===== src/inc/tweep_pkg.sv =====
package tweep_pkg;

  // timing: clock period and the longest programming time
  localparam int unsigned TWEEP_CLK_PERIOD_NS = 100;
  localparam int unsigned TWEEP_TWR_MS        = 10;
  // longest time, so the count rounds down
  localparam int unsigned TWEEP_TWR_CYCLES    = (TWEEP_TWR_MS * 1000000) / TWEEP_CLK_PERIOD_NS;

  // device-type code compared against the top of the slave address (value arbitrary)
  localparam logic [3:0] TWEEP_DEV_TYPE = 4'h5;

  // bit counting and byte shape
  localparam logic [3:0] TWEEP_BYTE_BITS = 4'h8;
  localparam int unsigned TWEEP_MEM_WORDS = 512;
  localparam int unsigned TWEEP_PAGE_MAX  = 16;
  localparam int unsigned TWEEP_PCNT_W    = 17;

  // page offset masks: 8-byte and 16-byte pages
  localparam logic [3:0] TWEEP_PMASK_8  = 4'h7;
  localparam logic [3:0] TWEEP_PMASK_16 = 4'hF;

  // word address masks per memory size
  localparam logic [8:0] TWEEP_AMASK_128 = 9'h07F;
  localparam logic [8:0] TWEEP_AMASK_256 = 9'h0FF;
  localparam logic [8:0] TWEEP_AMASK_512 = 9'h1FF;

  // positions in the synchronised pin vector
  localparam int unsigned TWEEP_PIN_SCL = 0;
  localparam int unsigned TWEEP_PIN_SDA = 1;
  localparam int unsigned TWEEP_PIN_WP  = 2;
  localparam int unsigned TWEEP_PIN_S0  = 3;
  localparam int unsigned TWEEP_PIN_S1  = 4;
  localparam int unsigned TWEEP_PIN_S2  = 5;
  localparam int unsigned TWEEP_PIN_N   = 6;

  typedef enum logic [1:0] {
    TWEEP_V128 = 2'b00,
    TWEEP_V256 = 2'b01,
    TWEEP_V512 = 2'b10
  } tweep_variant_t;

  typedef enum logic [3:0] {
    TWEEP_IDLE      = 4'h0,
    TWEEP_DEVADDR   = 4'h1,
    TWEEP_ACK_DEV   = 4'h2,
    TWEEP_WADDR     = 4'h3,
    TWEEP_ACK_WADDR = 4'h4,
    TWEEP_WDATA     = 4'h5,
    TWEEP_ACK_WDATA = 4'h6,
    TWEEP_RDATA     = 4'h7,
    TWEEP_RACK      = 4'h8,
    TWEEP_WAIT_STOP = 4'h9,
    TWEEP_PROG      = 4'hA
  } tweep_fsm_t;

  typedef struct packed {
    tweep_fsm_t              st;
    logic                    scl_p;
    logic                    sda_p;
    logic [3:0]              cnt;
    logic [7:0]              sh;
    logic                    oe;
    logic                    rw;
    logic                    ack;
    logic [8:0]              addr;
    logic [3:0]              off;
    logic [3:0]              last_off;
    logic [15:0]             mask;
    logic [15:0][7:0]        pbuf;
    logic [TWEEP_PCNT_W-1:0] pcnt;
  } tweep_state_t;

  // everything idle, nothing buffered, bus released; the pin copies start
  // high like the idle bus, so the first cycle after reset shows no false edge
  localparam tweep_state_t TWEEP_STATE_RST = '{
    st:       TWEEP_IDLE,
    scl_p:    1'b1,
    sda_p:    1'b1,
    cnt:      4'h0,
    sh:       8'h00,
    oe:       1'b0,
    rw:       1'b0,
    ack:      1'b0,
    addr:     9'h000,
    off:      4'h0,
    last_off: 4'h0,
    mask:     16'h0000,
    pbuf:     '0,
    pcnt:     '0
  };

  typedef struct packed {
    logic [TWEEP_PIN_N-1:0] s1;
    logic [TWEEP_PIN_N-1:0] s2;
  } tweep_sync_t;

endpackage : tweep_pkg


===== src/design/tweep_slave.sv =====
// How it works
// start is SDA falling while SCL high
// stop is SDA rising while SCL high
// writes commit only after a stop
// master sends slave address first after start
// top four address bits match type code
// small variants compare three strap bits
// large variant compares two strap bits
// large variant takes address bit 8 from slave
// lowest slave bit: zero write, one read
// write-protect high blocks every write
// receiver pulls SDA low on ninth clock
// acknowledge a matching slave address
// acknowledge word address and each data byte
// acked read byte continues at next address
// no ack: release bus, idle after stop
// byte write stores at sent word address
// small page keeps bits 6..3, eight bytes
// middle page keeps bits 7..3, eight bytes
// large page keeps bits 8..4, sixteen bytes
// after reads counter points past last read
// after writes counter stays at last written
// random read loads address through dummy write
// sample on SCL rise, drive after fall
// programming cycle ends within ten milliseconds
// page offset wraps inside its page
// sequential read wraps to address zero
module tweep_slave
  import tweep_pkg::*;
#(
  parameter tweep_variant_t variant_p     = TWEEP_V256,
  parameter int unsigned    prog_cycles_p = TWEEP_TWR_CYCLES
) (
  input  wire logic ref_clk_i,
  input  wire logic rst_n_i,
  input  wire logic scl_i,
  input  wire logic sda_i,
  output logic      sda_o,
  output logic      sda_oe_o,
  input  wire logic wp_i,
  input  wire logic dev_sel_strap_0_i,
  input  wire logic dev_sel_strap_1_i,
  input  wire logic dev_sel_strap_2_i,
  output logic      busy_o
);

  tweep_state_t q;
  tweep_state_t d;

  logic [TWEEP_PIN_N-1:0] pins_s;
  logic                   scl_s;
  logic                   sda_s;
  logic                   wp_s;
  logic                   scl_rise;
  logic                   scl_fall;
  logic                   start_det;
  logic                   stop_det;
  logic                   addr_match;
  logic                   upper_half_select;
  logic                   rd_load;
  logic                   commit;
  logic [7:0]             rdata;
  logic [8:0]             page_base;
  logic [3:0]             pmask;

  logic [7:0] mem_q [0:TWEEP_MEM_WORDS-1];

  // word address wrap to the memory size of this variant
  function automatic logic [8:0] wrap_addr(input logic [8:0] a);
    unique case (variant_p)
      TWEEP_V128: wrap_addr = a & TWEEP_AMASK_128;
      TWEEP_V256: wrap_addr = a & TWEEP_AMASK_256;
      default:    wrap_addr = a & TWEEP_AMASK_512;
    endcase
  endfunction : wrap_addr

  // all pins cross into the clock domain before any logic sees them
  tweep_sync u_sync (
    .ref_clk_i (ref_clk_i),
    .rst_n_i   (rst_n_i),
    .pins_i    ({dev_sel_strap_2_i, dev_sel_strap_1_i, dev_sel_strap_0_i,
                 wp_i, sda_i, scl_i}),
    .pins_o    (pins_s)
  );

  assign scl_s = pins_s[TWEEP_PIN_SCL];
  assign sda_s = pins_s[TWEEP_PIN_SDA];
  assign wp_s  = pins_s[TWEEP_PIN_WP];

  // bus events from the synchronised pins and last cycle's copies
  assign scl_rise  = scl_s & ~q.scl_p;
  assign scl_fall  = ~scl_s & q.scl_p;
  assign start_det = scl_s & q.scl_p & q.sda_p & ~sda_s;
  assign stop_det  = scl_s & q.scl_p & ~q.sda_p & sda_s;

  // page offset width and the fixed upper part of the page
  assign pmask     = (variant_p == TWEEP_V512) ? TWEEP_PMASK_16 : TWEEP_PMASK_8;
  assign page_base = q.addr & ~{5'h00, pmask};
  assign rdata     = mem_q[q.addr];

  // slave address decode; the large variant frees its lowest strap
  assign upper_half_select = q.sh[1];
  always_comb begin
    if (variant_p == TWEEP_V512) begin
      addr_match = (q.sh[7:4] == TWEEP_DEV_TYPE) &&
                   (q.sh[3:2] == {pins_s[TWEEP_PIN_S2], pins_s[TWEEP_PIN_S1]});
    end else begin
      addr_match = (q.sh[7:4] == TWEEP_DEV_TYPE) &&
                   (q.sh[3:1] == {pins_s[TWEEP_PIN_S2], pins_s[TWEEP_PIN_S1],
                                  pins_s[TWEEP_PIN_S0]});
    end
  end

  // protocol engine: one next-state copy of the whole state
  always_comb begin
    d       = q;
    d.scl_p = scl_s;
    d.sda_p = sda_s;
    rd_load = 1'b0;
    commit  = 1'b0;
    if (q.st == TWEEP_PROG) begin
      // bus is ignored while programming, so masters see no acknowledge
      d.pcnt = q.pcnt + 1'b1;
      if (q.pcnt == TWEEP_PCNT_W'(prog_cycles_p - 1)) begin
        commit = 1'b1;
        d.st   = TWEEP_IDLE;
        d.addr = page_base | {5'h00, q.last_off};
        d.mask = '0;
        d.pcnt = '0;
      end
    end else if (start_det) begin
      // a fresh start drops any unfinished write buffer
      d.st   = TWEEP_DEVADDR;
      d.cnt  = '0;
      d.oe   = 1'b0;
      d.mask = '0;
    end else if (stop_det) begin
      d.oe   = 1'b0;
      d.pcnt = '0;
      if ((q.mask != '0) && !wp_s &&
          (q.st == TWEEP_WDATA || q.st == TWEEP_ACK_WDATA)) begin
        d.st = TWEEP_PROG;
      end else begin
        d.st   = TWEEP_IDLE;
        d.mask = '0;
      end
    end else if (scl_rise) begin
      // incoming bits are taken on the rising edge
      if (q.st == TWEEP_DEVADDR || q.st == TWEEP_WADDR || q.st == TWEEP_WDATA) begin
        d.sh  = {q.sh[6:0], sda_s};
        d.cnt = q.cnt + 1'b1;
      end else if (q.st == TWEEP_RDATA) begin
        d.cnt = q.cnt + 1'b1;
      end else if (q.st == TWEEP_RACK) begin
        d.ack = ~sda_s;
      end
    end else if (scl_fall) begin
      // outgoing changes happen only after a falling edge
      unique case (q.st)
        TWEEP_DEVADDR: begin
          if (q.cnt == TWEEP_BYTE_BITS) begin
            if (addr_match) begin
              d.oe = 1'b1;
              d.rw = q.sh[0];
              d.st = TWEEP_ACK_DEV;
              if (variant_p == TWEEP_V512) begin
                d.addr[8] = upper_half_select;
              end
            end else begin
              d.st = TWEEP_WAIT_STOP;
            end
          end
        end
        TWEEP_ACK_DEV: begin
          d.cnt = '0;
          if (q.rw) begin
            rd_load = 1'b1;
          end else begin
            d.oe = 1'b0;
            d.st = TWEEP_WADDR;
          end
        end
        TWEEP_WADDR: begin
          if (q.cnt == TWEEP_BYTE_BITS) begin
            d.oe = 1'b1;
            d.st = TWEEP_ACK_WADDR;
            if (variant_p == TWEEP_V512) begin
              d.addr = {q.addr[8], q.sh};
            end else begin
              d.addr = wrap_addr({1'b0, q.sh});
            end
            d.off = q.sh[3:0] & pmask;
          end
        end
        TWEEP_ACK_WADDR, TWEEP_ACK_WDATA: begin
          d.oe  = 1'b0;
          d.cnt = '0;
          d.st  = TWEEP_WDATA;
        end
        TWEEP_WDATA: begin
          if (q.cnt == TWEEP_BYTE_BITS) begin
            // held in the page buffer; memory is untouched until stop
            d.pbuf[q.off] = q.sh;
            d.mask[q.off] = 1'b1;
            d.last_off    = q.off;
            d.off         = (q.off + 1'b1) & pmask;
            d.oe          = 1'b1;
            d.st          = TWEEP_ACK_WDATA;
          end
        end
        TWEEP_RDATA: begin
          if (q.cnt == TWEEP_BYTE_BITS) begin
            d.oe  = 1'b0;
            d.ack = 1'b0;
            d.st  = TWEEP_RACK;
          end else begin
            d.sh = {q.sh[6:0], 1'b0};
            d.oe = ~q.sh[6];
          end
        end
        TWEEP_RACK: begin
          if (q.ack) begin
            rd_load = 1'b1;
          end else begin
            d.st = TWEEP_WAIT_STOP;
          end
        end
        default: begin
        end
      endcase
      // next read byte: fetch, drive its top bit, move the counter on
      if (rd_load) begin
        d.sh   = rdata;
        d.oe   = ~rdata[7];
        d.addr = wrap_addr(q.addr + 1'b1);
        d.cnt  = '0;
        d.st   = TWEEP_RDATA;
      end
    end
  end

  always_ff @(posedge ref_clk_i) begin
    if (!rst_n_i) begin
      q <= TWEEP_STATE_RST;
    end else begin
      q <= d;
    end
  end

  // buffered page lands in the array at the end of programming
  always_ff @(posedge ref_clk_i) begin
    if (commit) begin
      for (int i = 0; i < TWEEP_PAGE_MAX; i++) begin
        if (q.mask[i]) begin
          mem_q[page_base | 9'(i)] <= q.pbuf[i];
        end
      end
    end
  end

  // open drain: only ever pull low
  assign sda_o    = 1'b0;
  assign sda_oe_o = q.oe;
  assign busy_o   = (q.st == TWEEP_PROG);
endmodule : tweep_slave


===== src/design/tweep_sync.sv =====
// two-stage synchroniser for every pin that the slave samples
module tweep_sync
  import tweep_pkg::*;
(
  input  wire logic                   ref_clk_i,
  input  wire logic                   rst_n_i,
  input  wire logic [TWEEP_PIN_N-1:0] pins_i,
  output logic      [TWEEP_PIN_N-1:0] pins_o
);

  tweep_sync_t q;
  tweep_sync_t d;

  // first stage feeds only the second; bus idles high, so reset to high
  always_comb begin
    d    = q;
    d.s1 = pins_i;
    d.s2 = q.s1;
  end

  always_ff @(posedge ref_clk_i) begin
    if (!rst_n_i) begin
      q <= '1;
    end else begin
      q <= d;
    end
  end

  assign pins_o = q.s2;

endmodule : tweep_sync


===== config.mk =====
export PLATFORM = sky130hd
export DESIGN_NAME = tweep_slave
export DESIGN_NICKNAME = d
export VERILOG_FILES = /design/src/inc/tweep_pkg.sv /design/src/design/tweep_slave.sv /design/src/design/tweep_sync.sv
export SDC_FILE = /design/constraint.sdc
export NUM_CORES = 2
export LEC_CHECK = 0
export BUFFER_PORTS_ARGS = -buffer_cell sky130_fd_sc_hd__buf_2
export CORE_ASPECT_RATIO = 0.7
export CORE_MARGIN = 2
export CORE_UTILIZATION = 40
export DETAILED_ROUTE_END_ITERATION = 10
export PLACE_DENSITY = 0.59
export SKIP_CTS_REPAIR_TIMING = 1
export SYNTH_ARGS = -nofsm -noshare
export SYNTH_HDL_FRONTEND = slang
export SYNTH_SLANG_ARGS = --single-unit

===== constraint.sdc =====
create_clock -name ref_clk_i -period 3.05 [get_ports ref_clk_i]
set_input_delay 0.61 -clock ref_clk_i [delete_from_list [all_inputs] [get_ports ref_clk_i]]
set_output_delay 0.61 -clock ref_clk_i [all_outputs]
set_load 0.02 [all_outputs]

# Word-level counts from Yosys, hierarchy flattened
# Memories as Yosys holds them, arrays and structs flattened. A register that Yosys moved wholly into a read port is not among the register bits.
# Index checks and enable logic that the tools add are counted.
[classes] addsub=4 magnitude_cmp=2 n_eq_ne=40 mux=145 bitwise_logic=19 reduce_logical=40
[ops] cell="$mux 152" count=7
[ops] cell="$mux 176" count=1
[ops] cell="$mux 161" count=1
[ops] cell="$mux 148" count=1
[ops] cell="$bwmux 128" count=1
[ops] cell="$mux 17" count=6
[ops] cell="$mux 13" count=7
[ops] cell="$mux 16" count=5
[ops] cell="$mux 4" count=19
[ops] cell="$mux 1" count=70
[ops] cell="$mux 9" count=6
[ops] cell="$demux 8 s4" count=1
[ops] cell="$mux 8" count=4
[ops] cell="$pmux 4 s7" count=1
[ops] cell="$mux 12" count=2
[ops] cell="$ne 6x4->1 const B" count=4
[ops] cell="$reduce_and 8->1" count=3
[ops] cell="$ne 7x6->1 const B" count=3
[ops] cell="$reduce_and 7->1" count=3
[ops] cell="$eq 4x3->1 const B" count=5
[ops] cell="$mux 2" count=9
[ops] cell="$add 17x1->17 const B" count=1
[ops] cell="$eq 17x17->1 const B" count=1
[ops] cell="$or 16x16->16" count=1
[ops] cell="other kinds (44)" count=88
[totals] register_bits=211 ram_bits=4096 inputBits=8 output_inout_bits=3 elab_cells=282 memories=1
[mem_list] name="mem_q" depth=512 width=8 rd=1 rd_ports_with_merged_regs=1 write_ports=16 line_no="tweep_slave.sv:66" source="logic [7:0] mem_q [0:TWEEP_MEM_WORDS-1];"

# Depth between registers and ports, before layout
[logic_depth] ltp_word=20 mapped_depth=14 mapped_depth_nobuf=10

# Modules after synthesis
# A second synthesis with hierarchy kept.
[hier_totals] hier_cells=8170 hier_area_um2=166736.2
[by_module_without_submodules] module="tweep_slave" instances=1 cells_each=8145 area_per_inst_um2=166397.1 seq_area_each_um2=125680.5
[by_module_without_submodules] module="tweep_sync" instances=1 cells_each=25 area_per_inst_um2=339.1 seq_area_each_um2=240.2

# Worst setup path after synthesis
# Ideal clock, no wire load.
[synth_path] path_kind="register -> register" start="register (tool-made name)" end="register q[186] (netlist name)" setup_time_ns=0.118 arrival_time_ns=2.712 t_required_ns=2.932 setup_slack_ns=0.220 stages_incl_launch_ff=14 path_buffers=5 synth_period_minus_slack_ns=2.830 cell_sequence="dfxtp_1 -> buf_6 -> buf_8 -> buf_6 -> buf_6 -> buf_2 -> mux4_2 -> mux4_2 -> nand2_1 -> nor2_1 -> nor3_1 -> nand3_1 -> a31oi_1 -> nand2_1"
[synth_rtl] element="end signal: assignment" line_no="tweep_slave.sv:244" source="q <= TWEEP_STATE_RST;"
[synth_rtl] element="end signal: assignment" line_no="tweep_slave.sv:246" source="q <= d;"
[synth_rtl] element="end: declaration" line_no="tweep_slave.sv:47" source="tweep_state_t q;"

==> metrics <==
status finished, violations left; failing checks negative setup slack; Final Hold Viols 0; sequential area share after synthesis 0.7559; worst slew pin tran 1.088 ns; final setup fails 9; Synth cell types 73; Final period util 1.160; WL final around 630 mm; row count approximately 200; Rel. slew slack 0.2747; dominant cells by area after synthesis edfxtp_1, mux4_2, dfxtp_1; dpl cell area 182600 um^2; number of synthesized register bits 4242; H-tree depth 5; Final Util 0.4775; WL/cell about 42 um; gpl congestion a little over 0.9; first-pass GRT wire length slightly above 800 mm; Worst VDD drop 0.0005008 V; I/O pin total 11; total of max-cap violations 0; synthesized instance count between 7000 and 8000; Synth Area per Inst roughly 21 um^2; largest net degree at the start of global routing 131; leakage between 60 and 70 nW; layout cells sized above 1 0.3715; mapped cell area 166600 um^2; Worst-Skew Late Latency 0.99 ns; pre-CTS setup slack -1.246 ns; DR vias/cell ~6.5; post-detail-place hpwl 379.3 mm; post-route cell area ~200000 um^2; Starting Density 0.4012; Synth area leader edfxtp_1; clock root buffer clkbuf_16; I/O Buffers 9; CTS tree yes; fin. max-slew vios 0; fin crit period between 3 and 4 ns; total CTS buffers slightly below 400; CORE AREA 415200 um^2; vias in the first global route 90979; GRT Util Overall 0.2894; Yosys top cell area share 0.7384; final setup margin -0.4876 ns; Nets ~9100; Hold/Removal Path Class input pin to flip-flop; Die Wd 775.3 um; grt ovf 0; EDFF count, synth ~4000; Bufs on Longest Clock Path 4; Main synth FF type edfxtp_1; initial antenna violation count about 110; Critical Path Sink Type flip-flop; Crit Path Class flip-flop to flip-flop; CP Launch Type flip-flop; clock skew between 0.06 and 0.07 ns; Layout area overhead 19.01%; hold slack ~0.14 ns; CP required about 3.9 ns; DR vias slightly below 100k; die area 421700 um^2; ANT nets after route 0; Sink Count ~4200; Arrival @ worst endpoint between 4 and 5 ns; worst-path maximum fanout 7; Yosys Warn Count 0; Die Ht about 540 um; pwr dens roughly 570 nW/um^2; FMAX roughly 280 MHz; Syn Nets around 8000; Pwr Total ~110 mW; DR iter-0 viols about 23000; Remaining DRCs 0; clk slew on worst S/H paths about 0.070 ns; Detailed Routing Iterations Pass 1 6; ys async rst share 0; RSZ-0062 raised after global routing yes
synthesized netlist by cell type, types with 15 or more instances:
| cell type | number |
|---|---|
| a211oi_1 | 16 |
| inv_1 | 16 |
| clkbuf_1 | 550 |
| a21boi_0 | 36 |
| buf_6 | 40 |
| and2_1 | 17 |
| buf_4 | 69 |
| mux4_2 | 1209 |
| nor4_1 | 20 |
| edfxtp_1 | 4096 |
| o22ai_1 | 51 |
| nand2_1 | 210 |
| and3_1 | 15 |
| buf_2 | 128 |
| o21ai_0 | 70 |
| dfxtp_1 | 146 |
| a221oi_1 | 17 |
| nor2_1 | 583 |
| nor3_1 | 37 |
| nand2b_1 | 27 |
| nand3_1 | 60 |
| mux2i_1 | 171 |
| buf_1 | 33 |
| a21oi_1 | 87 |
| a31oi_1 | 21 |
| nor2b_1 | 79 |
| nand4_1 | 16 |
where the power goes:
part           total, mW  switching, mW  internal [mW]
clock               49.6           22.2           27.4
sequential          62.8         0.0141           62.8
combinational      0.162         0.0947         0.0671
total                113           22.3           90.2
state kept, by name, summed over array words and instances, names as in the netlist, named ones only:
register       cells
u_sync.pins_o      6
sda_oe_o           1
u_sync.d           6
page_base          6
q                118
mem_q           4096
cell families after synthesis:
group	synth area share
AO/OA/AOI/OAI	0.01490
XOR/XNOR	0.0004732
adder cells (fa/ha/maj)	0.0006009
buffers and inverters	0.02352
flip-flops	0.7559
multiplexers	0.1745
other	0.00002251
AND/OR/NAND/NOR	0.03001
cell type report:
type / count / area [um^2]
clock inverter: 240 / 2464
timing repair buffer: 1520 / 14820
antenna: 69 / 172.7
tap: 5500 / 6882
clock buffer: 465 / 10090
inverter: 18 / 71.32
sequential: 4242 / 126200
multi-input combinational: 2914 / 37550
fill: 33689 / 217000
worst paths after layout:
kind	slack [ns]	start	cells after the start	end
min	0.14	rst_n_i	2	q[34]
min reg2reg	0.42	u_sync.d[3]	1	u_sync.pins_o[3]
max	-0.49	flip-flop	13	q[185]
max reg2reg	-0.49	flip-flop	13	q[185]
layer usage:
layer	global-route usage	part of all wire
met1	0.4188	0.36
met2	0.4026	0.42
met3	0.1111	0.18
met4	0.09479	0.038
met5	0	0.00082
critical path, cell delays in order, from the launching register on:
cell and delay (ns):
dfxtp_4 0.38, buf_12 0.16, buf_12 0.13, clkbuf_16 0.18, buf_4 0.16, mux4_2 0.53
mux4_2 0.59, o22ai_1 0.23, nor2_2 0.12, buf_4 0.17, o211ai_1 0.31, nor4_1 0.16
a21oi_1 0.16, o31ai_1 0.10
cells in the final DEF (no fill, tap or decap), types with 16 or more instances in the layout:
master / netlist / layout
edfxtp_1: 4096 / 4096
buf_4: 69 / 1228
mux4_2: 1209 / 1209
nor2_1: 583 / 571
clkbuf_16: 0 / 417
nand2_1: 210 / 202
buf_12: 0 / 182
mux2i_1: 171 / 162
clkinv_1: 2 / 85
nor2b_1: 79 / 78
clkinv_2: 0 / 76
dfxtp_1: 146 / 73
clkbuf_1: 550 / 71
dfxtp_4: 0 / 70
diode_2: 0 / 69
a21oi_1: 87 / 68
o21ai_0: 70 / 59
nand3_1: 60 / 58
o22ai_1: 51 / 46
bufinv_16: 0 / 44
buf_6: 40 / 38
a21boi_0: 36 / 36
nand2b_1: 27 / 27
buf_16: 0 / 24
nor3_1: 37 / 23
a221oi_1: 17 / 17
nand4_1: 16 / 16
a31oi_1: 21 / 16
per-stage QoR:
stage,std cells,setup TNS [ns]
floorplan,7998,0
CTS,14759,-8.197
global placement,14054,-8.268
detailed placement,14054,-7.981
global route,14913,-3.690
finish,14968,-3.820
Note: power is estimated with default switching activity, not from simulation.
